==> src/verilog/tinv_pkg.sv <==
// Constants and types for the split translation-cache invalidation block.
// Assumes a 32-bit instruction word and the common two-bit privilege code.
package tinv_pkg;

   ////////////////////////////////////////////////////////////////////////////
   // Instruction decode
   localparam logic [6:0] OPC_SYSTEM = 7'h73;
   localparam logic [2:0] SYS_OP_SUBCODE = 3'h0;
   localparam logic [6:0] F7_SINGLE_INV = 7'h0b;
   localparam logic [6:0] F7_ORDER_FENCE = 7'h0c;
   localparam logic [6:0] F7_GUEST_INV = 7'h13;
   localparam logic [6:0] F7_HOST_INV = 7'h33;
   localparam logic [4:0] RS2_STORE_FENCE = 5'h00;
   localparam logic [4:0] RS2_WALK_FENCE = 5'h01;

   ////////////////////////////////////////////////////////////////////////////
   // Privilege codes and invalidation targets
   localparam logic [1:0] SYS_OP_SUBCODE_USER = 2'h0;
   localparam logic [1:0] SYS_OP_SUBCODE_SUP = 2'h1;
   localparam logic [1:0] TARGET_SUP = 2'h0;
   localparam logic [1:0] TARGET_GUEST = 2'h1;
   localparam logic [1:0] TARGET_HOST = 2'h2;

   ////////////////////////////////////////////////////////////////////////////
   // Register map (byte addresses) and fields
   localparam logic [7:0] CTRL_OFFSET = 8'h00;
   localparam logic [7:0] STATUS_OFFSET = 8'h04;
   localparam logic [7:0] SEQ_COUNT_OFFSET = 8'h08;
   localparam int CTRL_MTVM_BIT = 0;
   localparam int CTRL_GTVM_BIT = 1;
   localparam int CTRL_HYP_BIT = 7;
   localparam logic CTRL_MTVM_RESET = 1'b0;
   localparam logic CTRL_GTVM_RESET = 1'b0;
   localparam logic CTRL_HYP_RESET = 1'b1;
   localparam int STATUS_BUSY_BIT = 8;
   localparam int STATUS_WALK_HOLD_BIT = 9;
   localparam int STATUS_SEQ_ARMED_BIT = 10;
   localparam logic [1:0] HTRANS_NONSEQ = 2'h2;

   ////////////////////////////////////////////////////////////////////////////
   // Types
   typedef enum logic [2:0]
   {
      op_none, op_single_inv, op_guest_inv, op_host_inv, op_store_fence, op_walk_fence
   } op_kind_type;

   typedef enum logic [2:0]
   {
      lvl_user, lvl_host_sup, lvl_machine, lvl_virt_user, lvl_virt_sup
   } level_type;

   typedef enum logic [2:0]
   {
      st_idle, st_room, st_drain, st_send, st_ack, st_walk
   } engine_state_type;

   typedef enum logic [1:0]
   {
      seq_none, seq_armed, seq_batch
   } seq_type;

endpackage : tinv_pkg

==> src/verilog/split_translation_cache_invalidate.sv <==
// Split translation-cache invalidation engine with privilege checks.
// Assumes the pipeline, translation caches, store buffer and walker share mclk.
//
// How it works
// - single invalidate removes what full fence would
// - invalidations ordered only against the fences
// - store fence orders earlier stores before invalidations
// - walk fence orders invalidations before walks
// - store fence, invalidate, walk fence equal full fence
// - guest and host stage invalidations with hypervisor
// - host invalidation takes guest tag and address
// - same checks as full fences; user traps
// - machine trap bit traps supervisor single and host invalidations
// - virtual levels raise virtual instruction exceptions
// - guest trap bit traps virtual supervisor
// - ordering fences never trap on trap bits
// - fast mode pipelines invalidations, stalls at fences
// - simple mode acts as full fence
// - hypervisor option enabled by control bit seven
// - virtualization flag selects virtual levels
// - nominal privilege is the issued privilege code, machine included
// - level ranking; virtual interrupts off at user
//
// Design decisions made here: the AHB-Lite register port and the register offsets.
module split_translation_cache_invalidate #(
   parameter int XLEN = 32,
   parameter int TAG_W = 16,
   parameter int OUT_W = 4,
   parameter bit PIPELINED = 1'b1,
   parameter bit HYP_PRESENT = 1'b1
) (
   // Clock and reset
   input wire logic mclk,
   input wire logic rst_b,
   // AHB-Lite register slave
   input wire logic hsel,
   input wire logic [7:0] haddr,
   input wire logic [1:0] htrans,
   input wire logic hwrite,
   input wire logic [2:0] hsize,
   input wire logic [31:0] hwdata,
   input wire logic hready,
   output logic hreadyout,
   output logic hresp,
   output logic [31:0] hrdata,
   // Pipeline issue and completion
   input wire logic op_valid,
   input wire logic [31:0] op_insn,
   input wire logic [XLEN-1:0] op_rs1,
   input wire logic [XLEN-1:0] op_rs2,
   input wire logic [1:0] op_sys_op_subcode,
   input wire logic op_virt,
   output logic op_ready,
   output logic op_done,
   output logic op_exc_illegal,
   output logic op_exc_virtual,
   output logic seq_fence_done,
   // Current level
   output logic [1:0] nominal_sys_op_subcode,
   output logic [2:0] level_rank,
   output logic vs_irq_disable,
   // Translation caches
   output logic inv_valid,
   output logic [1:0] inv_target,
   output logic [XLEN-1:0] inv_addr,
   output logic [TAG_W-1:0] inv_tag,
   output logic inv_all_addr,
   output logic inv_all_tag,
   input wire logic inv_ready,
   input wire logic inv_ack,
   // Store buffer and walker
   input wire logic store_drained,
   output logic walk_hold
);

   if (OUT_W < 1 || OUT_W > 8 || TAG_W < 1 || TAG_W > XLEN)
   begin : bad_param_g
      $error("split_translation_cache_invalidate: unsupported parameters");
   end

   ////////////////////////////////////////////////////////////////////////////
   // Decode helpers

   function automatic tinv_pkg::op_kind_type decode_op(input logic [31:0] insn);
      decode_op = tinv_pkg::op_none;
      if (insn[6:0] == tinv_pkg::OPC_SYSTEM && insn[14:12] == tinv_pkg::SYS_OP_SUBCODE && insn[11:7] == 5'h00)
      begin
         case (insn[31:25])
            tinv_pkg::F7_SINGLE_INV: decode_op = tinv_pkg::op_single_inv;
            tinv_pkg::F7_GUEST_INV: decode_op = tinv_pkg::op_guest_inv;
            tinv_pkg::F7_HOST_INV: decode_op = tinv_pkg::op_host_inv;
            tinv_pkg::F7_ORDER_FENCE:
            begin
               if (insn[19:15] == 5'h00 && insn[24:20] == tinv_pkg::RS2_STORE_FENCE)
                  decode_op = tinv_pkg::op_store_fence;
               else if (insn[19:15] == 5'h00 && insn[24:20] == tinv_pkg::RS2_WALK_FENCE)
                  decode_op = tinv_pkg::op_walk_fence;
            end
            default: decode_op = tinv_pkg::op_none;
         endcase
      end
   endfunction : decode_op

   function automatic tinv_pkg::level_type level_of(input logic [1:0] sys_op_subcode, input logic virt);
      if (virt)
         level_of = (sys_op_subcode == tinv_pkg::SYS_OP_SUBCODE_USER) ? tinv_pkg::lvl_virt_user : tinv_pkg::lvl_virt_sup;
      else if (sys_op_subcode == tinv_pkg::SYS_OP_SUBCODE_USER)
         level_of = tinv_pkg::lvl_user;
      else if (sys_op_subcode == tinv_pkg::SYS_OP_SUBCODE_SUP)
         level_of = tinv_pkg::lvl_host_sup;
      else
         level_of = tinv_pkg::lvl_machine;
   endfunction : level_of

   function automatic logic [2:0] rank_of(input tinv_pkg::level_type lvl);
      case (lvl)
         tinv_pkg::lvl_machine: rank_of = 3'h4;
         tinv_pkg::lvl_host_sup: rank_of = 3'h3;
         tinv_pkg::lvl_virt_sup: rank_of = 3'h2;
         tinv_pkg::lvl_virt_user: rank_of = 3'h1;
         default: rank_of = 3'h0;
      endcase
   endfunction : rank_of

   ////////////////////////////////////////////////////////////////////////////
   // Declarations

   localparam logic [OUT_W-1:0] OUT_MAX = '1;

   logic mtvm_reg;
   logic gtvm_reg;
   logic hyp_on_reg;
   logic wr_pend_reg;
   logic [7:0] wr_addr_reg;
   logic [31:0] seq_count_reg;
   tinv_pkg::engine_state_type state_reg;
   tinv_pkg::engine_state_type state_next;
   tinv_pkg::seq_type seq_reg;
   tinv_pkg::op_kind_type cap_kind_reg;
   logic [OUT_W-1:0] out_cnt_reg;
   logic [OUT_W-1:0] out_cnt_next;
   tinv_pkg::op_kind_type kind;
   tinv_pkg::level_type lvl;
   logic accept;
   logic trap_illegal;
   logic trap_virtual;
   logic done_now;
   logic is_inv;
   logic sent;
   logic [31:0] rd_value;

   assign kind = decode_op(op_insn);
   // Virtualization only exists while the hypervisor option is on
   assign lvl = level_of(op_sys_op_subcode, op_virt && hyp_on_reg);
   assign accept = op_valid && op_ready;
   assign is_inv = kind == tinv_pkg::op_single_inv || kind == tinv_pkg::op_guest_inv || kind == tinv_pkg::op_host_inv;
   assign sent = inv_valid && inv_ready;

   ////////////////////////////////////////////////////////////////////////////
   // Privilege checks; illegal wins over virtual

   always_comb
   begin
      trap_illegal = 1'b0;
      trap_virtual = 1'b0;
      case (kind)
         tinv_pkg::op_single_inv:
         begin
            trap_illegal = lvl == tinv_pkg::lvl_user || (lvl == tinv_pkg::lvl_host_sup && mtvm_reg);
            trap_virtual = lvl == tinv_pkg::lvl_virt_user || (lvl == tinv_pkg::lvl_virt_sup && gtvm_reg);
         end
         tinv_pkg::op_guest_inv:
         begin
            trap_illegal = !hyp_on_reg || lvl == tinv_pkg::lvl_user;
            trap_virtual = lvl == tinv_pkg::lvl_virt_user || lvl == tinv_pkg::lvl_virt_sup;
         end
         tinv_pkg::op_host_inv:
         begin
            trap_illegal = !hyp_on_reg || lvl == tinv_pkg::lvl_user || (lvl == tinv_pkg::lvl_host_sup && mtvm_reg);
            trap_virtual = lvl == tinv_pkg::lvl_virt_user || lvl == tinv_pkg::lvl_virt_sup;
         end
         tinv_pkg::op_store_fence, tinv_pkg::op_walk_fence:
         begin
            // Trap bits are ignored: trapping the invalidation alone suffices
            trap_illegal = lvl == tinv_pkg::lvl_user;
            trap_virtual = lvl == tinv_pkg::lvl_virt_user;
         end
         default:
         begin
            trap_illegal = 1'b0;
            trap_virtual = 1'b0;
         end
      endcase
      trap_virtual = trap_virtual && !trap_illegal;
   end

   ////////////////////////////////////////////////////////////////////////////
   // Engine sequencing

   always_comb
   begin
      state_next = state_reg;
      done_now = 1'b0;
      case (state_reg)
         tinv_pkg::st_idle:
         begin
            if (accept)
            begin
               if (trap_illegal || trap_virtual || kind == tinv_pkg::op_none)
                  done_now = 1'b1;
               else if (is_inv)
                  // Fast mode never waits for stores here; simple mode is a full fence
                  state_next = PIPELINED ? tinv_pkg::st_room : tinv_pkg::st_drain;
               else if (!PIPELINED)
                  done_now = 1'b1;
               else if (kind == tinv_pkg::op_store_fence)
                  state_next = tinv_pkg::st_drain;
               else
                  state_next = tinv_pkg::st_walk;
            end
         end
         tinv_pkg::st_room:
         begin
            if (out_cnt_reg != OUT_MAX)
               state_next = tinv_pkg::st_send;
         end
         tinv_pkg::st_drain:
         begin
            if (store_drained)
            begin
               if (cap_kind_reg == tinv_pkg::op_store_fence)
               begin
                  state_next = tinv_pkg::st_idle;
                  done_now = 1'b1;
               end
               else
                  state_next = tinv_pkg::st_send;
            end
         end
         tinv_pkg::st_send:
         begin
            if (inv_ready)
            begin
               if (PIPELINED)
               begin
                  state_next = tinv_pkg::st_idle;
                  done_now = 1'b1;
               end
               else
                  state_next = tinv_pkg::st_ack;
            end
         end
         tinv_pkg::st_ack, tinv_pkg::st_walk:
         begin
            if (out_cnt_reg == '0)
            begin
               state_next = tinv_pkg::st_idle;
               done_now = 1'b1;
            end
         end
         default: state_next = tinv_pkg::st_idle;
      endcase
   end

   always_ff @(posedge mclk or negedge rst_b)
   begin
      if (!rst_b)
         state_reg <= tinv_pkg::st_idle;
      else
         state_reg <= state_next;
   end

   // Completion and exception reporting, one cycle after the cause
   always_ff @(posedge mclk or negedge rst_b)
   begin
      if (!rst_b)
      begin
         op_ready <= 1'b1;
         op_done <= 1'b0;
         op_exc_illegal <= 1'b0;
         op_exc_virtual <= 1'b0;
      end
      else
      begin
         op_ready <= state_next == tinv_pkg::st_idle;
         op_done <= done_now;
         op_exc_illegal <= accept && trap_illegal;
         op_exc_virtual <= accept && trap_virtual;
      end
   end

   ////////////////////////////////////////////////////////////////////////////
   // Captured operation and the invalidation request

   always_ff @(posedge mclk or negedge rst_b)
   begin
      if (!rst_b)
      begin
         cap_kind_reg <= tinv_pkg::op_none;
         inv_target <= tinv_pkg::TARGET_SUP;
         inv_addr <= '0;
         inv_tag <= '0;
         inv_all_addr <= 1'b0;
         inv_all_tag <= 1'b0;
      end
      else if (accept)
      begin
         cap_kind_reg <= kind;
         // Same operand meaning as the matching full fence: x0 widens to all
         inv_addr <= op_rs1;
         inv_tag <= op_rs2[TAG_W-1:0];
         inv_all_addr <= op_insn[19:15] == 5'h00;
         inv_all_tag <= op_insn[24:20] == 5'h00;
         case (kind)
            tinv_pkg::op_guest_inv: inv_target <= tinv_pkg::TARGET_GUEST;
            tinv_pkg::op_host_inv: inv_target <= tinv_pkg::TARGET_HOST;
            default: inv_target <= tinv_pkg::TARGET_SUP;
         endcase
      end
   end

   always_ff @(posedge mclk or negedge rst_b)
   begin
      if (!rst_b)
         inv_valid <= 1'b0;
      else
         inv_valid <= state_next == tinv_pkg::st_send;
   end

   // Outstanding invalidations; an ack with none outstanding is ignored
   always_comb
   begin
      out_cnt_next = out_cnt_reg;
      if (sent && !(inv_ack && out_cnt_reg != '0))
         out_cnt_next = out_cnt_reg + 1'b1;
      else if (!sent && inv_ack && out_cnt_reg != '0)
         out_cnt_next = out_cnt_reg - 1'b1;
   end

   always_ff @(posedge mclk or negedge rst_b)
   begin
      if (!rst_b)
      begin
         out_cnt_reg <= '0;
         walk_hold <= 1'b0;
      end
      else
      begin
         out_cnt_reg <= out_cnt_next;
         // Conservative: walks wait whenever any invalidation is in flight
         walk_hold <= out_cnt_next != '0;
      end
   end

   ////////////////////////////////////////////////////////////////////////////
   // Fence-invalidate-fence tracking

   always_ff @(posedge mclk or negedge rst_b)
   begin
      if (!rst_b)
      begin
         seq_reg <= tinv_pkg::seq_none;
         seq_fence_done <= 1'b0;
         seq_count_reg <= 32'h0;
      end
      else
      begin
         seq_fence_done <= 1'b0;
         if (done_now && state_reg != tinv_pkg::st_idle)
         begin
            case (cap_kind_reg)
               tinv_pkg::op_store_fence: seq_reg <= tinv_pkg::seq_armed;
               tinv_pkg::op_walk_fence:
               begin
                  seq_reg <= tinv_pkg::seq_none;
                  seq_fence_done <= seq_reg == tinv_pkg::seq_batch;
                  if (seq_reg == tinv_pkg::seq_batch)
                     seq_count_reg <= seq_count_reg + 32'h1;
               end
               default:
               begin
                  if (seq_reg != tinv_pkg::seq_none)
                     seq_reg <= tinv_pkg::seq_batch;
               end
            endcase
         end
      end
   end

   ////////////////////////////////////////////////////////////////////////////
   // Current level outputs

   always_ff @(posedge mclk or negedge rst_b)
   begin
      if (!rst_b)
      begin
         nominal_sys_op_subcode <= 2'h3;
         level_rank <= 3'h4;
         vs_irq_disable <= 1'b0;
      end
      else
      begin
         nominal_sys_op_subcode <= op_sys_op_subcode;
         level_rank <= rank_of(lvl);
         vs_irq_disable <= lvl == tinv_pkg::lvl_user;
      end
   end

   ////////////////////////////////////////////////////////////////////////////
   // AHB-Lite register slave, zero wait states, always OKAY

   always_comb
   begin
      rd_value = 32'h0;
      case (haddr)
         tinv_pkg::CTRL_OFFSET:
         begin
            rd_value[tinv_pkg::CTRL_MTVM_BIT] = mtvm_reg;
            rd_value[tinv_pkg::CTRL_GTVM_BIT] = gtvm_reg;
            rd_value[tinv_pkg::CTRL_HYP_BIT] = hyp_on_reg;
         end
         tinv_pkg::STATUS_OFFSET:
         begin
            rd_value[OUT_W-1:0] = out_cnt_reg;
            rd_value[tinv_pkg::STATUS_BUSY_BIT] = state_reg != tinv_pkg::st_idle;
            rd_value[tinv_pkg::STATUS_WALK_HOLD_BIT] = walk_hold;
            rd_value[tinv_pkg::STATUS_SEQ_ARMED_BIT] = seq_reg != tinv_pkg::seq_none;
         end
         tinv_pkg::SEQ_COUNT_OFFSET: rd_value = seq_count_reg;
         default: rd_value = 32'h0;
      endcase
   end

   always_ff @(posedge mclk or negedge rst_b)
   begin
      if (!rst_b)
      begin
         hreadyout <= 1'b1;
         hresp <= 1'b0;
         hrdata <= 32'h0;
         wr_pend_reg <= 1'b0;
         wr_addr_reg <= 8'h00;
      end
      else
      begin
         hreadyout <= 1'b1;
         hresp <= 1'b0;
         wr_pend_reg <= hsel && hready && htrans == tinv_pkg::HTRANS_NONSEQ && hwrite;
         if (hsel && hready && htrans == tinv_pkg::HTRANS_NONSEQ)
            wr_addr_reg <= haddr;
         if (hsel && hready && htrans == tinv_pkg::HTRANS_NONSEQ && !hwrite)
            hrdata <= rd_value;
      end
   end

   always_ff @(posedge mclk or negedge rst_b)
   begin
      if (!rst_b)
      begin
         mtvm_reg <= tinv_pkg::CTRL_MTVM_RESET;
         gtvm_reg <= tinv_pkg::CTRL_GTVM_RESET;
         hyp_on_reg <= HYP_PRESENT && tinv_pkg::CTRL_HYP_RESET;
      end
      else if (wr_pend_reg && wr_addr_reg == tinv_pkg::CTRL_OFFSET)
      begin
         mtvm_reg <= hwdata[tinv_pkg::CTRL_MTVM_BIT];
         gtvm_reg <= hwdata[tinv_pkg::CTRL_GTVM_BIT];
         // Kept writable so the option can be switched off
         hyp_on_reg <= HYP_PRESENT && hwdata[tinv_pkg::CTRL_HYP_BIT];
      end
   end

   ////////////////////////////////////////////////////////////////////////////
   // Assertions

   user_inv_trap_a: assert property (@(posedge mclk) disable iff (!rst_b)
      accept && is_inv && lvl == tinv_pkg::lvl_user |=> op_done && op_exc_illegal && !op_exc_virtual)
      else $error("invalidation at user level not illegal");

   mtvm_inv_trap_a: assert property (@(posedge mclk) disable iff (!rst_b)
      accept && mtvm_reg && lvl == tinv_pkg::lvl_host_sup && hyp_on_reg &&
      (kind == tinv_pkg::op_single_inv || kind == tinv_pkg::op_host_inv) |=> op_exc_illegal)
      else $error("machine trap bit ignored");

   virt_inv_trap_a: assert property (@(posedge mclk) disable iff (!rst_b)
      accept && hyp_on_reg && (kind == tinv_pkg::op_guest_inv || kind == tinv_pkg::op_host_inv) &&
      (lvl == tinv_pkg::lvl_virt_sup || lvl == tinv_pkg::lvl_virt_user) |=> op_exc_virtual && !op_exc_illegal)
      else $error("virtual level not virtual exception");

   gtvm_inv_trap_a: assert property (@(posedge mclk) disable iff (!rst_b)
      accept && gtvm_reg && kind == tinv_pkg::op_single_inv && lvl == tinv_pkg::lvl_virt_sup |=> op_exc_virtual)
      else $error("guest trap bit ignored");

   fence_no_trap_a: assert property (@(posedge mclk) disable iff (!rst_b)
      accept && (kind == tinv_pkg::op_store_fence || kind == tinv_pkg::op_walk_fence) &&
      (lvl == tinv_pkg::lvl_host_sup || lvl == tinv_pkg::lvl_virt_sup) |=> !op_exc_illegal && !op_exc_virtual)
      else $error("ordering fence trapped");

   hyp_off_trap_a: assert property (@(posedge mclk) disable iff (!rst_b)
      accept && !hyp_on_reg && (kind == tinv_pkg::op_guest_inv || kind == tinv_pkg::op_host_inv) |=> op_exc_illegal)
      else $error("hypervisor invalidation with option off");

   store_order_a: assert property (@(posedge mclk) disable iff (!rst_b)
      state_reg == tinv_pkg::st_drain && !store_drained |=> !inv_valid && !op_done)
      else $error("drain wait skipped");

   walk_hold_a: assert property (@(posedge mclk) disable iff (!rst_b)
      state_reg == tinv_pkg::st_walk && out_cnt_reg != '0 |-> walk_hold ##1 !op_done)
      else $error("walk fence finished with invalidations pending");

   inv_hold_a: assert property (@(posedge mclk) disable iff (!rst_b)
      inv_valid && !inv_ready |=> inv_valid && $stable(inv_addr) && $stable(inv_tag) && $stable(inv_target))
      else $error("invalidation request changed while stalled");

   seq_done_a: assert property (@(posedge mclk) disable iff (!rst_b)
      seq_fence_done |-> op_done && seq_reg == tinv_pkg::seq_none && $past(cap_kind_reg) == tinv_pkg::op_walk_fence)
      else $error("sequence completion without walk fence");

   vs_irq_a: assert property (@(posedge mclk) disable iff (!rst_b)
      op_sys_op_subcode == tinv_pkg::SYS_OP_SUBCODE_USER && !op_virt |=> vs_irq_disable && level_rank == 3'h0)
      else $error("virtual interrupts not disabled at user");

endmodule : split_translation_cache_invalidate

==> config.mk <==
export PLATFORM = sky130hd
export DESIGN_NAME = split_translation_cache_invalidate
export DESIGN_NICKNAME = d
export VERILOG_FILES = /design/src/verilog/tinv_pkg.sv /design/src/verilog/split_translation_cache_invalidate.sv
export SDC_FILE = /design/constraint.sdc
export NUM_CORES = 1
export LEC_CHECK = 0
export ABC_AREA = 0
export BUFFER_PORTS_ARGS = -buffer_cell sky130_fd_sc_hd__buf_2
export CORE_MARGIN = 2
export CORE_UTILIZATION = 49
export DETAILED_ROUTE_END_ITERATION = 10
export PLACE_DENSITY = 0.92
export SKIP_CTS_REPAIR_TIMING = 1
export SYNTH_ARGS = -nofsm -noshare
export SYNTH_HDL_FRONTEND = slang
export SYNTH_SLANG_ARGS = --single-unit
==> constraint.sdc <==
create_clock -name mclk -period 3.03 [get_ports mclk]
set_input_delay 0.606 -clock mclk [delete_from_list [all_inputs] [get_ports mclk]]
set_output_delay 0.606 -clock mclk [all_outputs]
set_load 0.02 [all_outputs]
# Yosys cells after proc, flatten, opt, wreduce, memory -nomap -nowiden
# Cells that the tools add are included.
word_totals:
  regBits: 153
  input_bits: 153
  output_inout_bits: 99
  word_cells: 157
classes:
  n_addsub: 3
  n_eq_ne: 29
  n_mux: 41
  reduce_logical: 58
ops:
  columns: ["cell", "count"]
  rows:
  - ["$mux W3", 14]
  - ["$add A32 B1 Y32 const B", 1]
  - ["$pmux W3 S4", 2]
  - ["$logic_and A1 B1 Y1", 22]
  - ["$eq A3 B2 Y1 const B", 7]
  - ["$eq A3 B3 Y1 const B", 7]
  - ["$mux W21", 1]
  - ["$logic_not A8 Y1", 2]
  - ["$logic_not A3 Y1", 5]
  - ["$logic_not A5 Y1", 3]
  - ["$pmux W3 S5", 1]
  - ["$eq A7 B4 Y1 const B", 2]
  - ["$pmux W2 S2", 3]
  - ["$eq A3 B1 Y1 const B", 3]
  - ["$logic_or A1 B1 Y1", 9]
  - ["$eq A8 B3 Y1 const B", 1]
  - ["$eq A8 B4 Y1 const B", 1]
  - ["$mux W1", 8]
  - ["$mux W2", 4]
  - ["$mux W4", 2]
  - ["$pmux W1 S4", 2]
  - ["$reduce_bool A4 Y1", 2]
  - ["$eq A7 B5 Y1 const B", 1]
  - ["$eq A7 B6 Y1 const B", 1]
  - ["other kinds (19)", 27]

# Logic depth before layout (Yosys ltp)
# Gate-level depths: netlist of run 1.
depth:
  word_depth: 18
  ltp_mapped: 9
  mapped_depth_nobuf: 7

# Worst setup path after synthesis of run 1
# OpenSTA, ideal clock, no wires.
synth_timing:
  path_kind: "reg2reg"
  startpoint: "register out_cnt_reg[0]"
  endpoint: "register walk_hold"
  setup_time_ps: 138
  arrival_ps: 2005
  required_time_ps: 2892
  setup_slack_ps: 887
  path_stages_with_launch: 9
  period_less_slack_ps: 2143
  cell_sequence: "dfrtp_1 > inv_1 > ha_1 > or3b_1 > buf_6 > and4_4 > a41oi_2 > xnor2_1 > or4_1"
synth_via:
  elab_chain_len: 6
  word_cells_on_any_way: 10
  classes_between: "add/sub: 2; mux: 2; reduce/logical: 6"
synth_rtl:
  columns: ["item", "line_no", "text"]
  rows:
  - ["start, declared", "split_translation_cache_invalidate.sv:140", "logic [OUT_W-1:0] out_cnt_reg;"]
  - ["start signal, assigned", "split_translation_cache_invalidate.sv:349", "out_cnt_reg <= out_cnt_next;"]
  - ["branches (longest 4 deep; another with $sub A4 B1 Y4)", null, null]
  - ["$mux W4 (*)", "split_translation_cache_invalidate.sv:334", "if (sent && !(inv_ack && out_cnt_reg != '0))"]
  - ["net out_cnt_next[2]", "split_translation_cache_invalidate.sv:141", "logic [OUT_W-1:0] out_cnt_next;"]
  - ["$reduce_bool A4 Y1 (*)", "split_translation_cache_invalidate.sv:351", "walk_hold <= out_cnt_next != '0;"]
  - ["end signal, assigned", "split_translation_cache_invalidate.sv:345", "walk_hold <= 1'b0;"]
  - ["end signal, assigned", "split_translation_cache_invalidate.sv:351", null]
  - ["end, declared", "split_translation_cache_invalidate.sv:73", "output logic walk_hold"]
# Mark *: on every way through the listed nets, which the timed path passes.
# A chain may end at the register's enable or synchronous reset.

# Final worst setup path of run 1
layout_timing:
  startpoint: "register out_cnt_reg[0]"
  endpoint: "register seq_count_reg[1]"
layout_via:
  elab_chain_len: 5
layout_rtl:
  columns: ["item", "line_no", "text"]
  rows:
  - ["$logic_not A4 Y1", "split_translation_cache_invalidate.sv:255", "if (out_cnt_reg == '0)"]
  - ["$mux W1", "split_translation_cache_invalidate.sv:255", null]
  - ["$pmux W1 S4", "split_translation_cache_invalidate.sv:204", "case (state_reg)"]
  - ["$logic_and A1 B1 Y1", "split_translation_cache_invalidate.sv:369", "if (done_now && state_reg != tinv_pkg::st_idle)"]
  - ["$reduce_and A3 Y1 (no line)", null, null]
  - ["end signal, assigned", "split_translation_cache_invalidate.sv:378", "seq_count_reg <= seq_count_reg + 32'h1;"]
  - ["end, declared", "split_translation_cache_invalidate.sv:135", "logic [31:0] seq_count_reg;"]
# No other way between the ends.

==> results.tsv, run 1 <==
stage	metric	value	unit
pwr	leakage	3.91	nW
synthesis	Synth Area in Simple Gates	15.0	%
synthesis	async set-or-reset flop fraction in the synthesized netlist	100	%
cts	Num Clock Sinks	153	
routing	Final ANT Viol Nets	0	
pwr	Worst IR Drop VDD	559	µV
routing	aggregate routed wire length	15300	µm
synthesis	predominant post-synthesis flop cell	dfrtp_1	
synthesis	xor/xnor share of the synthesized area	4.77	%
place	dpl cells	904	
place	Port Buf Inserts	201	
place	Final HPWL DP	10900	µm
cts	CTS tree	built	
sta	Max Slew Vio Count	0	
floorplan	num ports	252	
critical_path	startpoint type of the worst setup path	register	
routing	via count	5088	
place	Post-Place Cell Area	7810	µm²
synthesis	share of the synthesized area in the top cell type	56.0	%
synthesis	post-synthesis mux area share	11.0	%
cts	Clock Latency Late Sink	0.42	ns
final_layout	proportion of layout cells with a drive suffix above 1	41.8	%
cts	H-tree depth	4	
sta	Worst Tran Pin Value	0.681	ns
synthesis	Compound-Gate Fraction of Synth Area	8.08	%
final_layout	register area	3830	µm²
global_route	first-pass GRT wire length	24900	µm
critical_path	dominant delay contributor by cell family on the critical path	simple AND/OR/NAND/NOR gates	
routing	DR DRC count	0	
critical_path	critical-path cell list	inv_1, ha_1, or3b_1, o22a_2, nor3_2, mux2_2	
floorplan	Starting Density	50.1	%
synthesis	yosys warns	0	
synthesis	EDFF count, synth	0	
floorplan	row count	42	
synthesis	Syn Inst Count	544	
cts	Root Buffer	clkbuf_16	
critical_path	WP data required	3.34	ns
final_layout	final core utilization	64.0	%
final_layout	non-filler cells, final	936	
worst_hold_path	HP Class	input pin to async pin	
global_route	largest net degree at the start of global routing	91	
pwr	power density cells	804	nW/µm²
final_layout	Multi-input gate area	2630	µm²
synthesis	Synth Area in Adders	0.568	%
critical_path	Setup Crit Path Kind	register to register	
sta	RSZ-0062 raised after global routing	false	
final_layout	area growth from synthesis to final layout	27.6	%
synthesis	syn_nets	700	
global_route	gr usage total	21.9	%
routing	average wire per standard cell	16.4	µm
cts	TritonCTS Buffers	17	
final_layout	fillcell total	1005	
sta	endpoints failing setup	0	
critical_path	CP endpoint kind	register	
critical_path	Buf/Inv on CP	1	
final_layout	Nets	903	
critical_path	WP data arrival	2.79	ns
synthesis	mapped cell area	6610	µm²
synthesis	part of the Yosys area used for sequential elements	58.0	%
sta	relative slew slack	54.6	%
synthesis	Avg Inst Size Synth	12.2	µm²
critical_path	slowest CP cell	or3b_1	
routing	drt pass-1 iters	5	
synthesis	area leader, netlist	dfrtp_1	
global_route	vias in the first global route	5153	
flow_run	Max Cap Violations	0	
synthesis	Cell variety after synth	60	
sta	post-route setup TNS	0	ns
synthesis	Synth area leaders	dfrtp_1 (56%), mux2_2 (11%), xor2_1 (3.6%)	
final_layout	Final Instance Area	8440	µm²
critical_path	largest fanout on the critical path	27	
routing	vias per inst	5.44	
outcome	status	finished clean	
routing	Starting DRT DRC Count	315	
cts	clk buf depth	2	
final_layout	number of antenna diodes	0	
synthesis	combinational family with the most area after synthesis	simple AND/OR/NAND/NOR gates	
global_route	gr ovfl total	0	
place	global placement routability congestion	0.803	
pwr	Total Power	6.78	mW
sta	maximum clock frequency	0.402	GHz
floorplan	core footprint	13200	µm²
sta	period utilization	82.0	%
synthesis	register bit total from synthesis	153	
critical_path	CP max stage delay	0.49	ns
sta	Final Hold Fails	0	
global_route	initial antenna violation count	0	
sta	Final min period	2.49	ns
floorplan	die span in y	120	µm
floorplan	die area	14400	µm²
floorplan	Die X-Extent	120	µm
cts	Worst-path clk slew	0.06	ns
sta	Layout Skew	0.0102	ns
[synth_stat cells (3+ instances only)]
master	count
a21o_1	3
a21oi_1	11
a22o_1	25
a22oi_1	4
and2_1	4
and4_1	4
buf_6	3
clkbuf_1	19
dfrtp_1	148
dfstp_2	5
ha_1	3
inv_1	9
mux2_2	62
mux2i_1	3
nand2_1	45
nand2b_1	7
nand3_1	18
nand4_1	12
nor2_1	13
nor2b_1	6
nor3_1	19
nor3b_1	3
nor4_1	18
nor4b_1	3
o211ai_1	3
o21ai_0	13
o31ai_1	3
or3_1	6
xnor2_1	9
xor2_1	27
[where the power goes]
group | leakage, nW | switching (mW) | internal [mW] | total [mW]
logic | 1.77 | 1.05 | 0.766 | 1.82
clock network | 0.296 | 0.826 | 1.39 | 2.21
registers | 1.83 | 0.267 | 2.48 | 2.75
total | 3.91 | 2.14 | 4.64 | 6.78
[stage by stage]
stage	hold slack, ns	setup slack (ns)
2_1_floorplan	0.310	0.887
3_3_place_gp	0.453	0.608
3_5_place_dp	0.455	0.567
4_1_cts	0.0285	0.560
5_1_grt	0.0319	0.430
6_report	0.0364	0.545
[worst reg2reg max path, cell delays in order (launching register included)]
cell and delay (ns):
dfrtp_1 0.45, inv_1 0.09, ha_1 0.15, or3b_1 0.49, o22a_2 0.46, nor3_2 0.37, mux2_2 0.37
[layer usage]
layer | GRT usage (%) | wire, µm | vias up | share of wire [%]
li1 | - | - | 2376 | -
met1 | 27.1 | 6300 | 2467 | 41
met2 | 36.9 | 7700 | 223 | 50
met3 | 6.70 | 1130 | 22 | 7.4
met4 | 6.76 | 187 | 0 | 1.2
met5 | 0 | 0 | - | 0
[final timing paths]
kind,from,end,slack (ns),depth (start not counted)
worst max register to register,out_cnt_reg[0],seq_count_reg[1],0.54,6
min in group mclk,op_sys_op_subcode[0],nominal_sys_op_subcode[0],0.32,1
worst min-delay path,rst_b,wr_addr_reg[1],0.04,1
worst min register to register,hrdata[9],hrdata[9],0.46,2
worst max-delay path,out_cnt_reg[0],seq_count_reg[1],0.54,6
max in group asynchronous,rst_b,op_ready,2.21,2
[cells in the final DEF (no fill, tap or decap), types with 17 or more instances in the layout]
cell type  instances
nand2_1           44
nand3_1           18
mux2_2            62
nor3_1            19
nor4_1            17
a22o_1            25
xor2_1            27
buf_2            200
clkbuf_16         17
dfrtp_1          148
[area by class of cell]
type / instances / area share [%]
tap: 176 / 2.61
clock inverter: 9 / 1.60
sequential: 153 / 45.5
inverter: 9 / 0.400
clock buffer: 23 / 5.78
multi-input combinational: 357 / 31.1
timing repair buffer: 209 / 13.0
[cells by family (layout without fill, tap and decap cells)]
| family | Yosys count | after routing |
|---|---|---|
| flops | 153 | 153 |
| simple gates | 178 | 178 |
| fa+ha+maj | 3 | 3 |
| compound gates | 73 | 73 |
| xor+xnor | 36 | 36 |
| mux | 65 | 65 |
| buf+inv | 34 | 250 |
| other cells | 2 | 2 |
No activity file was read; power rests on OpenSTA's default activity.
==> run 2, diff against run 1 <==
==> constraint.sdc (replaced) <==
create_clock -name mclk -period 2.4 [get_ports mclk]
set_input_delay 0.48 -clock mclk [delete_from_list [all_inputs] [get_ports mclk]]
set_output_delay 0.48 -clock mclk [all_outputs]
set_load 0.02 [all_outputs]
==> run 2 against run 1 <==
The run now ends with hold timing left. Sequential power increased by 25%. Hold slack got worse by 0.042 ns. Design area increased by 1.0%. Maximum frequency increased by 9.7%. Utilization increased by 0.64 points. Sequential share of layout area decreased by 0.45 points. Critical path type unchanged.
==> results.tsv, run 2 (synthesis results as in run 1) <==
stage	metric	value	unit
critical_path	CP max stage delay	0.51	ns
place	Setup WS pre-CTS	0.126	ns
global_route	gr ovfl total	0	
place	Post-Place Cell Area	7870	µm²
sta	period utilization	94.4	%
final_layout	fillcell total	972	
critical_path	startpoint type of the worst setup path	register	
pwr	leakage	3.96	nW
sta	relative slew slack	60.6	%
routing	via count	5038	
final_layout	most frequent cells in the layout	buf_2 (200), dfrtp_1 (148), mux2_2 (62)	
final_layout	Nets	911	
final_layout	proportion of layout cells with a drive suffix above 1	42.6	%
floorplan	die span in y	120	µm
global_route	initial antenna violation count	0	
final_layout	Final Instance Area	8520	µm²
routing	Final ANT Viol Nets	0	
critical_path	critical-path cell list	inv_1, ha_1, or3b_1, and4_4, a41oi_2, xnor2_1, or4_1	
critical_path	WP data arrival	2.56	ns
place	global placement routability congestion	0.838	
critical_path	Setup Crit Path Kind	register to register	
floorplan	core footprint	13200	µm²
critical_path	CP endpoint kind	register	
cts	H-tree depth	4	
cts	clk buf depth	2	
routing	drt pass-1 iters	4	
sta	maximum clock frequency	0.441	GHz
final_layout	Multi-input gate area	2640	µm²
place	Port Buf Inserts	201	
critical_path	Reg2Reg Launch Point	out_cnt_reg[1]	
global_route	vias in the first global route	5082	
sta	Hold Slack	-0.00569	ns
cts	Clock Latency Late Sink	0.42	ns
critical_path	slowest CP cell	or3b_1	
floorplan	row count	42	
final_layout	number of antenna diodes	0	
worst_hold_path	HP Class	input pin to async pin	
final_layout	register area	3830	µm²
global_route	first-pass GRT wire length	24600	µm
sta	endpoints failing setup	0	
pwr	power density cells	1010	nW/µm²
routing	average wire per standard cell	15.9	µm
pwr	Worst IR Drop VDD	770	µV
floorplan	Die X-Extent	120	µm
cts	Num Clock Sinks	153	
critical_path	crit path from	out_cnt_reg[1]	
critical_path	WP data required	2.69	ns
critical_path	largest fanout on the critical path	9	
sta	Worst Tran Pin Value	0.589	ns
routing	DR DRC count	0	
cts	TritonCTS Buffers	17	
floorplan	Starting Density	50.1	%
cts	Root Buffer	clkbuf_16	
final_layout	most common cell after layout, fill and taps aside	buf_2	
sta	RSZ-0062 raised after global routing	false	
global_route	gr usage total	21.8	%
routing	vias per inst	5.34	
sta	setup slack after layout	0.134	ns
sta	Layout Skew	0.00684	ns
final_layout	area growth from synthesis to final layout	28.9	%
outcome	status	complete, but fails checks	
flow_run	Max Cap Violations	0	
final_layout	final core utilization	64.6	%
cts	Worst-path clk slew	0.06	ns
floorplan	num ports	252	
routing	aggregate routed wire length	15000	µm
sta	Final Hold Fails	8	
place	Final HPWL DP	11000	µm
routing	Starting DRT DRC Count	244	
global_route	largest net degree at the start of global routing	74	
sta	post-route setup TNS	0	ns
sta	Max Slew Vio Count	0	
sta	Final min period	2.27	ns
floorplan	die area	14400	µm²
outcome	failing checks	hold timing	
cts	CTS tree	built	
## run 2: through the flow
step | total power, mW | cells
after detailed placement | 5.86 | 912
final | 8.64 | 944
after global routing | 9.05 | 944
after global placement | 5.74 | 912
after CTS | 8.71 | 944
after floorplan | 4.95 | 544
## run 2: cell type report
| type | count | area share [%] |
|---|---|---|
| tap | 176 | 2.58 |
| timing repair buffer | 217 | 13.6 |
| multi-input combinational | 357 | 31.0 |
| inverter | 9 | 0.396 |
| clock inverter | 8 | 1.56 |
| sequential | 153 | 45.0 |
| clock buffer | 24 | 5.89 |
## run 2: layer usage
| metal | up-vias | track usage, % | share of wire, % |
|---|---|---|---|
| met1 | 2441 | 27.3 | 42 |
| met3 | 20 | 5.66 | 6.2 |
| met5 | - | 0 | 0 |
| li1 | 2397 | - | - |
| met2 | 180 | 37.3 | 50 |
| met4 | 0 | 6.47 | 1.5 |
## run 2: report_power, final
group,internal [mW],total [mW],leakage [nW],switching (mW)
combinational,1.01,2.38,1.82,1.37
clock,1.79,2.82,0.308,1.03
sequential,3.13,3.44,1.83,0.307
total,5.93,8.64,3.96,2.71
## run 2: final timing paths
| check | to | slack (ns) | cells past startpoint |
|---|---|---|---|
| worst max-delay path | walk_hold | 0.13 | 7 |
| worst min-delay path | wr_addr_reg[1] | -0.006 | 1 |
| worst max register to register | walk_hold | 0.13 | 7 |
| worst min register to register | hrdata[3] | 0.48 | 2 |
| max in group asynchronous | inv_tag[11] | 1.69 | 2 |
| min in group mclk | nominal_sys_op_subcode[0] | 0.20 | 1 |
## run 2: worst max-delay path: cells and delay by family (launching register included)
family / cells / cell delay (ns)
and+or+nand+nor: 3 / 1.27
DFF: 1 / 0.38
adders and majority gates: 1 / 0.18
AOI/OAI and AO/OA: 1 / 0.15
xor gates and xnor gates: 1 / 0.10
buffers and inverters: 1 / 0.06
